**src/hdl/t1cfg_pkg.sv**
```systemverilog
// Constants for the transmit and global configuration register bank
package t1cfg_pkg;
	localparam int LINKS = 8;
	localparam int DW = 8;
	localparam int AW = 11;
	localparam int MAPS = 12;
	localparam int GAP_W = 7;
	localparam int LINK_LSB = 8;
	localparam int LINK_MSB = 10;
	localparam int MAP_W = LINKS * MAPS * DW;
	localparam logic [7:0] OFS_WIN_SEL = 8'h0E;
	localparam logic [7:0] OFS_WIN_DATA = 8'h0F;
	localparam logic [7:0] OFS_BACKPLANE = 8'h10;
	localparam logic [7:0] OFS_JA_CFG = 8'h21;
	localparam logic [7:0] OFS_TX_A = 8'h22;
	localparam logic [7:0] OFS_TX_B = 8'h23;
	localparam logic [7:0] OFS_GAP_IND = 8'h38;
	localparam int WIN_LINK_MSB = 7;
	localparam int WIN_LINK_LSB = 5;
	localparam int WIN_IDX_MSB = 3;
	localparam int BP_RX_SHARED = 4;
	localparam int BP_RX_MUX = 3;
	localparam int BP_TX_BUS = 2;
	localparam int BP_TX_SHARED = 1;
	localparam int BP_TX_MUX = 0;
	localparam int JA_MEASURE = 5;
	localparam int JA_LIMIT = 4;
	localparam int JA_EN = 3;
	localparam int JA_DEPTH_MSB = 2;
	localparam int JA_DEPTH_LSB = 1;
	localparam int JA_CORNER = 0;
	localparam int TXA_OFF = 4;
	localparam int TXA_CODE = 0;
	localparam int TXB_WATCH = 5;
	localparam int TXB_FLOAT = 4;
	localparam int TXB_PULSE_MSB = 3;
	localparam logic [7:0] WIN_SEL_MASK = 8'hEF;
	localparam logic [7:0] BP_MASK = 8'h1F;
	localparam logic [7:0] JA_MASK = 8'h3F;
	localparam logic [7:0] TXA_MASK = 8'h11;
	localparam logic [7:0] TXB_MASK = 8'h3F;
	localparam logic [7:0] WIN_SEL_RST = 8'h00;
	localparam logic [7:0] BP_RST = 8'h16;
	localparam logic [7:0] JA_RST = 8'h00;
	localparam logic [7:0] TXA_RST = 8'h00;
	localparam logic [7:0] TXB_RST = 8'h10;
	localparam logic [3:0] MAP_LAST = 4'hB;
	localparam logic [1:0] DEPTH_128 = 2'h0;
	localparam logic [1:0] DEPTH_64 = 2'h1;
	localparam logic [7:0] DEPTH_128_BITS = 8'h80;
	localparam logic [7:0] DEPTH_64_BITS = 8'h40;
	localparam logic [7:0] DEPTH_32_BITS = 8'h20;
	localparam logic [7:0] EDGE_128 = 8'h04;
	localparam logic [7:0] EDGE_64 = 8'h03;
	localparam logic [7:0] EDGE_32 = 8'h02;
	localparam logic [3:0] PULSE_SH_FIRST = 4'h2;
	localparam logic [3:0] PULSE_SH_LAST = 4'h6;
	localparam logic [3:0] PULSE_LH_FIRST = 4'h9;
	localparam logic [3:0] PULSE_LH_LAST = 4'hB;
	localparam logic [1:0] PULSE_ARB_TOP = 2'h3;
	typedef enum logic [1:0] {
		T1CFG_PULSE_RESERVED,
		T1CFG_PULSE_SHORT,
		T1CFG_PULSE_LONG,
		T1CFG_PULSE_ARB
	} t1cfg_pulse_e;
endpackage

```
**src/hdl/t1cfg_counter_window.sv**
```systemverilog
// Indirect counter map selector
`timescale 1ns/100ps
module t1cfg_counter_window
	import t1cfg_pkg::*;
(
	input wire logic [2:0] link_pick_i,
	input wire logic [3:0] index_i,
	input wire logic [MAP_W-1:0] counter_map_i,
	output logic [DW-1:0] data_o
);
	logic [9:0] base;
	always_comb begin
		base = 10'((10'(link_pick_i) * 10'(MAPS) + 10'(index_i)) * 10'(DW));
		if (index_i > MAP_LAST) begin
			data_o = '0;
		end else begin
			data_o = counter_map_i[base +: DW];
		end
	end
endmodule

```
**src/hdl/t1cfg_jitter_track.sv**
```systemverilog
// Per-link transmit attenuator pointer gap tracker
`timescale 1ns/100ps
module t1cfg_jitter_track
	import t1cfg_pkg::*;
(
	input wire logic clk_i,
	input wire logic rst_n_i,
	input wire logic [GAP_W-1:0] gap_i,
	input wire logic measure_mode_i,
	input wire logic limit_i,
	input wire logic [1:0] depth_code_i,
	output logic [GAP_W-1:0] indication_o,
	output logic widen_o,
	output logic [7:0] depth_bits_o
);
	logic [7:0] depth_next;
	logic [7:0] edge_w;
	logic near;
	always_comb begin
		case (depth_code_i)
			DEPTH_128: begin
				depth_next = DEPTH_128_BITS;
				edge_w = EDGE_128;
			end
			DEPTH_64: begin
				depth_next = DEPTH_64_BITS;
				edge_w = EDGE_64;
			end
			default: begin
				depth_next = DEPTH_32_BITS;
				edge_w = EDGE_32;
			end
		endcase
		near = ({1'b0, gap_i} <= edge_w) ||
			(8'({1'b0, gap_i} + edge_w) >= depth_next);
	end
	always_ff @(posedge clk_i or negedge rst_n_i) begin
		if (!rst_n_i) begin
			indication_o <= '0;
		end else if (measure_mode_i) begin
			if (gap_i > indication_o) begin
				indication_o <= gap_i;
			end
		end else begin
			indication_o <= gap_i;
		end
	end
	always_ff @(posedge clk_i or negedge rst_n_i) begin
		if (!rst_n_i) begin
			widen_o <= 1'b0;
			depth_bits_o <= DEPTH_128_BITS;
		end else begin
			widen_o <= limit_i & near;
			depth_bits_o <= depth_next;
		end
	end
endmodule

```
**src/hdl/t1cfg_regs.sv**
```systemverilog
// Global and per-link transmit configuration register bank
//
// Decided for this implementation: strobed register access.
`timescale 1ns/100ps
module t1cfg_regs
	import t1cfg_pkg::*;
(
	input wire logic clk_i,
	input wire logic rst_n_i,
	input wire logic [AW-1:0] addr_i,
	input wire logic [DW-1:0] wdata_i,
	input wire logic wr_i,
	input wire logic rd_i,
	output logic [DW-1:0] rdata_o,
	input wire logic [MAP_W-1:0] counter_map_i,
	input wire logic [LINKS*GAP_W-1:0] pointer_gap_i,
	input wire logic [LINKS-1:0] rx_clk_slave_i,
	input wire logic [LINKS-1:0] rx_system_clock_pin_i,
	input wire logic [LINKS-1:0] rx_frame_pulse_pin_i,
	input wire logic [LINKS-1:0] tx_clk_slave_i,
	input wire logic [LINKS-1:0] tx_system_clock_pin_i,
	input wire logic [LINKS-1:0] tx_frame_pulse_pin_i,
	input wire logic tx_bus_a_data_i,
	input wire logic tx_bus_a_sig_i,
	input wire logic tx_bus_b_data_i,
	input wire logic tx_bus_b_sig_i,
	output logic [LINKS-1:0] rx_timing_clk_o,
	output logic [LINKS-1:0] rx_timing_frame_o,
	output logic [LINKS-1:0] tx_timing_clk_o,
	output logic [LINKS-1:0] tx_timing_frame_o,
	output logic rx_multiplexed_sel_o,
	output logic tx_multiplexed_sel_o,
	output logic tx_bus_choice_o,
	output logic tx_demux_data_o,
	output logic tx_demux_sig_o,
	output logic [LINKS-1:0] atten_enable_o,
	output logic [LINKS-1:0] atten_corner_sel_o,
	output logic [LINKS-1:0] atten_widen_o,
	output logic [LINKS*8-1:0] atten_depth_bits_o,
	output logic [LINKS-1:0] tx_power_down_o,
	output logic [LINKS-1:0] line_driver_hiz_o,
	output logic [LINKS-1:0] tx_line_code_sel_o,
	output logic [LINKS-1:0] driver_fault_watch_en_o,
	output logic [LINKS*4-1:0] pulse_shape_sel_o,
	output logic [LINKS*2-1:0] pulse_class_o
);
	logic [DW-1:0] win_sel_reg;
	logic [DW-1:0] backplane_reg;
	logic [DW-1:0] ja_cfg_reg [LINKS];
	logic [DW-1:0] tx_a_reg [LINKS];
	logic [DW-1:0] tx_b_reg [LINKS];
	logic [GAP_W-1:0] gap_ind [LINKS];
	logic [DW-1:0] rdata_next;
	logic [DW-1:0] win_data;
	logic [2:0] acc_link;
	logic [7:0] acc_ofs;
	logic acc_global;
	logic rx_all_shared;
	logic tx_all_shared;

	assign acc_link = addr_i[LINK_MSB:LINK_LSB];
	assign acc_ofs = addr_i[LINK_LSB-1:0];
	assign acc_global = (acc_link == 3'h0);

	t1cfg_counter_window u_window (
		.link_pick_i(win_sel_reg[WIN_LINK_MSB:WIN_LINK_LSB]),
		.index_i(win_sel_reg[WIN_IDX_MSB:0]),
		.counter_map_i(counter_map_i),
		.data_o(win_data)
	);

	// Global selection and backplane writes
	always_ff @(posedge clk_i or negedge rst_n_i) begin
		if (!rst_n_i) begin
			win_sel_reg <= WIN_SEL_RST;
			backplane_reg <= BP_RST;
		end else if (wr_i && acc_global) begin
			if (acc_ofs == OFS_WIN_SEL) begin
				win_sel_reg <= wdata_i & WIN_SEL_MASK;
			end
			if (acc_ofs == OFS_BACKPLANE) begin
				backplane_reg <= wdata_i & BP_MASK;
			end
		end
	end

	// Per-link register copies
	genvar n;
	generate
		for (n = 0; n < LINKS; n++) begin : g_link
			logic hit;
			logic [3:0] pulse;
			t1cfg_pulse_e pclass;
			assign hit = wr_i && (acc_link == 3'(n));
			assign pulse = tx_b_reg[n][TXB_PULSE_MSB:0];
			always_ff @(posedge clk_i or negedge rst_n_i) begin
				if (!rst_n_i) begin
					ja_cfg_reg[n] <= JA_RST;
					tx_a_reg[n] <= TXA_RST;
					tx_b_reg[n] <= TXB_RST;
				end else if (hit) begin
					if (acc_ofs == OFS_JA_CFG) begin
						ja_cfg_reg[n] <= wdata_i & JA_MASK;
					end
					if (acc_ofs == OFS_TX_A) begin
						tx_a_reg[n] <= wdata_i & TXA_MASK;
					end
					if (acc_ofs == OFS_TX_B) begin
						tx_b_reg[n] <= wdata_i & TXB_MASK;
					end
				end
			end

			t1cfg_jitter_track u_track (
				.clk_i(clk_i),
				.rst_n_i(rst_n_i),
				.gap_i(pointer_gap_i[n*GAP_W +: GAP_W]),
				.measure_mode_i(ja_cfg_reg[n][JA_MEASURE]),
				.limit_i(ja_cfg_reg[n][JA_LIMIT]),
				.depth_code_i(ja_cfg_reg[n][JA_DEPTH_MSB:JA_DEPTH_LSB]),
				.indication_o(gap_ind[n]),
				.widen_o(atten_widen_o[n]),
				.depth_bits_o(atten_depth_bits_o[n*8 +: 8])
			);

			always_comb begin
				if (pulse[3:2] == PULSE_ARB_TOP) begin
					pclass = T1CFG_PULSE_ARB;
				end else if (pulse >= PULSE_SH_FIRST &&
					pulse <= PULSE_SH_LAST) begin
					pclass = T1CFG_PULSE_SHORT;
				end else if (pulse >= PULSE_LH_FIRST &&
					pulse <= PULSE_LH_LAST) begin
					pclass = T1CFG_PULSE_LONG;
				end else begin
					pclass = T1CFG_PULSE_RESERVED;
				end
			end

			// Control outputs from flops
			always_ff @(posedge clk_i or negedge rst_n_i) begin
				if (!rst_n_i) begin
					atten_enable_o[n] <= 1'b0;
					atten_corner_sel_o[n] <= 1'b0;
					tx_power_down_o[n] <= 1'b0;
					line_driver_hiz_o[n] <= 1'b1;
					tx_line_code_sel_o[n] <= 1'b0;
					driver_fault_watch_en_o[n] <= 1'b0;
					pulse_shape_sel_o[n*4 +: 4] <= 4'h0;
					pulse_class_o[n*2 +: 2] <= 2'h0;
				end else begin
					atten_enable_o[n] <= ja_cfg_reg[n][JA_EN];
					atten_corner_sel_o[n] <= ja_cfg_reg[n][JA_CORNER];
					tx_power_down_o[n] <= tx_a_reg[n][TXA_OFF];
					line_driver_hiz_o[n] <= tx_a_reg[n][TXA_OFF] |
						tx_b_reg[n][TXB_FLOAT];
					tx_line_code_sel_o[n] <= tx_a_reg[n][TXA_CODE];
					driver_fault_watch_en_o[n] <= tx_b_reg[n][TXB_WATCH] &
						~tx_a_reg[n][TXA_OFF];
					pulse_shape_sel_o[n*4 +: 4] <= pulse;
					pulse_class_o[n*2 +: 2] <= 2'(pclass);
				end
			end
		end
	endgenerate

	// Shared timing qualifiers
	assign rx_all_shared = (&rx_clk_slave_i) & backplane_reg[BP_RX_SHARED];
	assign tx_all_shared = (&tx_clk_slave_i) & backplane_reg[BP_TX_SHARED];

	// Timing pin selection
	generate
		for (n = 0; n < LINKS; n++) begin : g_timing
			always_ff @(posedge clk_i or negedge rst_n_i) begin
				if (!rst_n_i) begin
					rx_timing_clk_o[n] <= 1'b0;
					rx_timing_frame_o[n] <= 1'b0;
					tx_timing_clk_o[n] <= 1'b0;
					tx_timing_frame_o[n] <= 1'b0;
				end else begin
					rx_timing_clk_o[n] <= rx_all_shared ?
						rx_system_clock_pin_i[0] : rx_system_clock_pin_i[n];
					rx_timing_frame_o[n] <= rx_all_shared ?
						rx_frame_pulse_pin_i[0] : rx_frame_pulse_pin_i[n];
					tx_timing_clk_o[n] <= tx_all_shared ?
						tx_system_clock_pin_i[0] : tx_system_clock_pin_i[n];
					tx_timing_frame_o[n] <= tx_all_shared ?
						tx_frame_pulse_pin_i[0] : tx_frame_pulse_pin_i[n];
				end
			end
		end
	endgenerate

	// System interface modes
	always_ff @(posedge clk_i or negedge rst_n_i) begin
		if (!rst_n_i) begin
			rx_multiplexed_sel_o <= 1'b0;
			tx_multiplexed_sel_o <= 1'b0;
			tx_bus_choice_o <= 1'b1;
		end else begin
			rx_multiplexed_sel_o <= backplane_reg[BP_RX_MUX];
			tx_multiplexed_sel_o <= backplane_reg[BP_TX_MUX];
			tx_bus_choice_o <= backplane_reg[BP_TX_BUS];
		end
	end

	// Multiplexed bus demultiplexing
	always_ff @(posedge clk_i or negedge rst_n_i) begin
		if (!rst_n_i) begin
			tx_demux_data_o <= 1'b0;
			tx_demux_sig_o <= 1'b0;
		end else if (backplane_reg[BP_TX_MUX]) begin
			if (backplane_reg[BP_TX_BUS]) begin
				tx_demux_data_o <= tx_bus_a_data_i;
				tx_demux_sig_o <= tx_bus_a_sig_i;
			end else begin
				tx_demux_data_o <= tx_bus_b_data_i;
				tx_demux_sig_o <= tx_bus_b_sig_i;
			end
		end else begin
			tx_demux_data_o <= 1'b0;
			tx_demux_sig_o <= 1'b0;
		end
	end

	// Read decode
	always_comb begin
		rdata_next = '0;
		if (acc_global) begin
			case (acc_ofs)
				OFS_WIN_SEL: rdata_next = win_sel_reg;
				OFS_WIN_DATA: rdata_next = win_data;
				OFS_BACKPLANE: rdata_next = backplane_reg;
				default: rdata_next = '0;
			endcase
		end
		case (acc_ofs)
			OFS_JA_CFG: rdata_next = ja_cfg_reg[acc_link];
			OFS_TX_A: rdata_next = tx_a_reg[acc_link];
			OFS_TX_B: rdata_next = tx_b_reg[acc_link];
			OFS_GAP_IND: rdata_next = {1'b0, gap_ind[acc_link]};
			default: begin
			end
		endcase
	end

	// Read data one cycle after strobe
	always_ff @(posedge clk_i or negedge rst_n_i) begin
		if (!rst_n_i) begin
			rdata_o <= '0;
		end else if (rd_i) begin
			rdata_o <= rdata_next;
		end else begin
			rdata_o <= '0;
		end
	end
endmodule

```
**config.mk**
```make
export PLATFORM = sky130hd
export DESIGN_NAME = t1cfg_regs
export DESIGN_NICKNAME = d
export VERILOG_FILES = /design/src/hdl/t1cfg_pkg.sv /design/src/hdl/t1cfg_counter_window.sv /design/src/hdl/t1cfg_jitter_track.sv /design/src/hdl/t1cfg_regs.sv
export SDC_FILE = /design/constraint.sdc
export NUM_CORES = 1
export LEC_CHECK = 0
export BUFFER_PORTS_ARGS = -buffer_cell sky130_fd_sc_hd__buf_2
export CAP_MARGIN = 20
export CORE_AREA = 4 4 436 438
export CTS_BUF_LIST = sky130_fd_sc_hd__clkbuf_8
export CTS_CLUSTER_DIAMETER = 120
export DETAILED_ROUTE_END_ITERATION = 7
export DIE_AREA = 0 0 440 442
export SYNTH_ARGS = -nofsm -noshare
export SYNTH_HDL_FRONTEND = slang
export SYNTH_SLANG_ARGS = --single-unit
```
**constraint.sdc**
```tcl
create_clock -name clk_i -period 3.4 [get_ports clk_i]
set_input_delay 0.68 -clock clk_i [delete_from_list [all_inputs] [get_ports clk_i]]
set_output_delay 0.68 -clock clk_i [all_outputs]
set_load 0.01 [all_outputs]
```
==> run_results.csv <==
group,metric,value,unit
cells_and_area,multi_input_area,15500,µm²
timing,fin_crit_sh,99.4,%
min_path,min_from,"tx_system_clock_pin_i[0]",
cells_and_area,final_design_area_no_fill,36300,µm²
grt,vias_in_the_first_global_route,25182,
die,io_pins,1112,
die,dieArea,194000,µm²
setup_path,cp-start-kind,"flip-flop",
setup_path,worst-setup-path-type,"flip-flop to flip-flop",
synth,synth_enable_flop_cells,0,
timing,worst_slew_pin_slew,835,ps
flow_run,cap_viol_max_count,0,
timing,maxSlewHeadroom,44.4,%
placed_design,port_buffers,1071,
placed_design,detailed_place_hpwl,147000,µm
synth,synth-main-ff-cell,"sky130_fd_sc_hd__dfrtp_1",
clock_network,tritoncts_clock_tree,"done",
timing,setup_tns,0,ps
setup_path,end_kind,"flip-flop",
pwr,ir_drop,0.204,mV
clock_network,cts-htree-levels,3,
drt,detail-route-antenna-nets,0,
cells_and_area,largest_register_ffs,56,
synth,synth-async-reset-ratio,100,%
die,effective_utilization_at_floorplan,13.7,%
cells_and_area,filler_cell_count_in_the_final_layout,20575,
pwr,power.leakage,16.4,nW
timing,grt_setup_unrepaired,"true",
synth,synth.largest_area_cell,"sky130_fd_sc_hd__dfrtp_1",
setup_path,critical_path.max_stage_delay,900,ps
status,outcome,"finished, final reports clean",
die,die_width,440,µm
min_path,hold_class,"input port to flip-flop",
grt,antenna_violations_before_repair,95,
setup_path,cp_cell_sequence,"ha_1, fa_4, buf_4, nor2_1, nand2_1, o22ai_1, nor3_1, a31oi_1, or4_4, a221oi_2",
timing,f_max,296,MHz
die,placement_rows,159,
grt,grt_use_total,16.7,%
placed_design,placed_area,34600,µm²
clock_network,cts-buffers-inserted,69,
drt,drt_wl_total,169000,µm
die,core_area,187000,µm²
synth,ys_seq_elements,353,
timing,fin_crit_period,3380,ps
synth,synth_top_cell_area_share,31.8,%
setup_path,critPathArrivalTime,4070,ps
cells_and_area,finalNetCount,4373,
clock_network,clkSinkCount,353,
grt,first_pass_grt_wire_length,222000,µm
setup_path,crit_slowest_cell,"sky130_fd_sc_hd__fa_4",
setup_path,worst-endpoint-required,4090,ps
clock_network,clk_root_buffer_cell,"sky130_fd_sc_hd__clkbuf_8",
setup_path,critPathMaxFanout,6,
setup_path,origin_of_the_worst_setup_path,"win_sel_reg[6]",
setup_path,worstReg2RegStart,"win_sel_reg[6]",
synth,syn_area_per_cell,11.7,µm²
placed_design,finalWeightedCongestion,0.962,
synth,netlist-cell-type-count,67,
cells_and_area,growth_of_design_area_from_synthesis_to_finish,41.9,%
synth,syn-cell-area,25600,µm²
synth,yosys_warnings,0,
timing,final.hold.worst_slack,97.0,ps
drt,detail_route.vias_per_cell,4.21,
clock_network,clock_pin_slew_reported_for_the_worst_setup_and_hold_paths_after_clock_tree_synthesis,70,ps
clock_network,worstSkewPairLatency,780,ps
drt,drt_first_pass_iters,7,
drt,post-route-drc-count,0,
cells_and_area,drive_above_1_share,52.4,%
timing,finalSetupViolCount,0,
drt,drt_iter0_markers,1775,
timing,max_slew_vio_count,0,
cells_and_area,register_area,8880,µm²
grt,grt_start_max_net_pins,82,
timing,timing_hold_violations_final,0,
die,die_h,442,µm
drt,routedWlPerCell,28.7,µm
grt,globalRoute.totalOverflow,0,
pwr,power.density,315,nW/µm²
synth,synthTopCellsByArea,"sky130_fd_sc_hd__dfrtp_1, sky130_fd_sc_hd__mux4_2, sky130_fd_sc_hd__ha_1",
clock_network,clockBufferDepth,3,
timing,finalClockSkew,83.1,ps
drt,route.vias.total,24817,
placed_design,detailedPlace.worstSlack,-234,ps
synth,netlist_instances,2177,
timing,layout_setup_ws,20.0,ps
synth,synth_sequential_area_ratio,34.7,%
==> through the flow <==
| step | total power, mW | util [%] | std cells |
|---|---|---|---|
| 2_1_floorplan | 5.43 | - | 2216 |
| 3_3_place_gp | 6.81 | 18.5 | 5738 |
| 3_5_place_dp | 6.83 | 18.5 | 5739 |
| 4_1_cts | 11.6 | 19.3 | 5867 |
| 5_1_grt | 12.0 | 19.4 | 5888 |
| 6_report | 11.4 | 19.4 | 5901 |
==> path summary, 6_finish.rpt <==
kind / endpoint / cells after the start / slack (ps)
min reg2reg: atten_enable_o[0] / 0 / 340
max in group asynchronous: line_driver_hiz_o[5] / 3 / 1980
max: rdata_o[0] / 10 / 20
max reg2reg: rdata_o[0] / 10 / 20
min in group asynchronous: g_link[5].u_track.widen_o / 2 / 540
min: tx_timing_clk_o[0] / 1 / 100
==> timing repair <==
action                     CTS  global route
setup buffers                0             5
resized for setup            2            15
hold buffers                 3             0
hold endpoints to repair    41             0
pin swaps                    0             4
setup endpoints to repair    2             4
==> cell type report <==
cell class	count	share of cell area, %
Timing Repair Buffer	1223	18.6
Clock inverter	45	1.00
Sequential cell	353	24.5
Clock buffer	80	3.04
Multi-Input combinational cell	1546	42.7
Tap cell	2495	8.61
Inverter	130	1.35
Antenna cell	29	0.200
==> synthesized netlist by cell type, types with 28 or more instances <==
master,instances
sky130_fd_sc_hd__dfrtp_1,325
sky130_fd_sc_hd__mux4_2,241
sky130_fd_sc_hd__ha_1,141
sky130_fd_sc_hd__mux2_2,141
sky130_fd_sc_hd__inv_1,130
sky130_fd_sc_hd__nand2_1,127
sky130_fd_sc_hd__clkbuf_1,88
sky130_fd_sc_hd__nand3_1,73
sky130_fd_sc_hd__nor2_1,73
sky130_fd_sc_hd__o21ai_0,67
sky130_fd_sc_hd__mux2i_1,62
sky130_fd_sc_hd__buf_4,60
sky130_fd_sc_hd__a22oi_1,53
sky130_fd_sc_hd__or4_1,50
sky130_fd_sc_hd__nor2b_1,49
sky130_fd_sc_hd__o2111ai_1,46
sky130_fd_sc_hd__o21a_1,40
sky130_fd_sc_hd__a21oi_1,29
sky130_fd_sc_hd__buf_2,28
sky130_fd_sc_hd__dfstp_2,28
sky130_fd_sc_hd__o22ai_1,28
==> worst max-delay path: cells and delay by family (launching register included) <==
family	cells	cell delay (ps)
and+or+nand+nor	4	1000
DFF	1	410
AOI/OAI and AO/OA	3	470
buffers and inverters	1	180
adders and majority gates	2	1230
==> logic make-up (layout without fill, tap and decap cells) <==
kind of cell               Yosys count  count (layout)  share of synthesized area, %
and+or+nand+nor                    490             490                          9.98
DFF                                353             353                          34.7
xor gates and xnor gates            43              43                          1.47
buffers and inverters              317            1478                          5.67
muxes                              444             444                          29.9
AOI/OAI and AO/OA                  378             378                          10.6
other                                1              69                        0.0147
adders and majority gates          151             151                          7.68
==> placed cells by master (no fill, tap or decap), types with 10 or more instances in the layout <==
master,Yosys,routed
sky130_fd_sc_hd__nand4_1,24,24
sky130_fd_sc_hd__conb_1,1,40
sky130_fd_sc_hd__nor2_1,73,73
sky130_fd_sc_hd__a21oi_1,29,28
sky130_fd_sc_hd__diode_2,0,29
sky130_fd_sc_hd__buf_2,28,1070
sky130_fd_sc_hd__o22ai_1,28,28
sky130_fd_sc_hd__and3_1,12,12
sky130_fd_sc_hd__buf_12,0,17
sky130_fd_sc_hd__nand2_1,127,126
sky130_fd_sc_hd__o21ai_0,67,67
sky130_fd_sc_hd__or4_1,50,49
sky130_fd_sc_hd__xnor2_1,16,13
sky130_fd_sc_hd__ha_1,141,140
sky130_fd_sc_hd__a211oi_1,13,11
sky130_fd_sc_hd__nor4_1,10,10
sky130_fd_sc_hd__dfstp_2,28,28
sky130_fd_sc_hd__inv_1,130,153
sky130_fd_sc_hd__nand3_1,73,73
sky130_fd_sc_hd__o2111ai_1,46,45
sky130_fd_sc_hd__mux2i_1,62,61
sky130_fd_sc_hd__xor2_1,27,26
sky130_fd_sc_hd__buf_4,60,129
sky130_fd_sc_hd__mux4_2,241,241
sky130_fd_sc_hd__and2_1,13,12
sky130_fd_sc_hd__a221oi_1,16,15
sky130_fd_sc_hd__clkbuf_8,0,80
sky130_fd_sc_hd__nor2b_1,49,49
sky130_fd_sc_hd__mux2_2,141,141
sky130_fd_sc_hd__or2_2,18,18
sky130_fd_sc_hd__a22oi_1,53,53
sky130_fd_sc_hd__dfrtp_1,325,323
sky130_fd_sc_hd__nor3_1,18,18
sky130_fd_sc_hd__o21a_1,40,40
==> power breakdown <==
part	switching, mW	internal (mW)
combinational	1.29	1.04
clock	2.17	2.50
sequential	0.109	4.30
total	3.57	7.85
==> per-layer routing <==
layer	global-route usage, %	wire [µm]	up-vias
met4	6.41	7510	8
met2	33.7	96600	1193
met5	0	55	-
li1	-	-	10679
met3	2.25	8930	306
met1	16.9	56200	12631
Note: power is estimated with default switching activity, not from simulation.
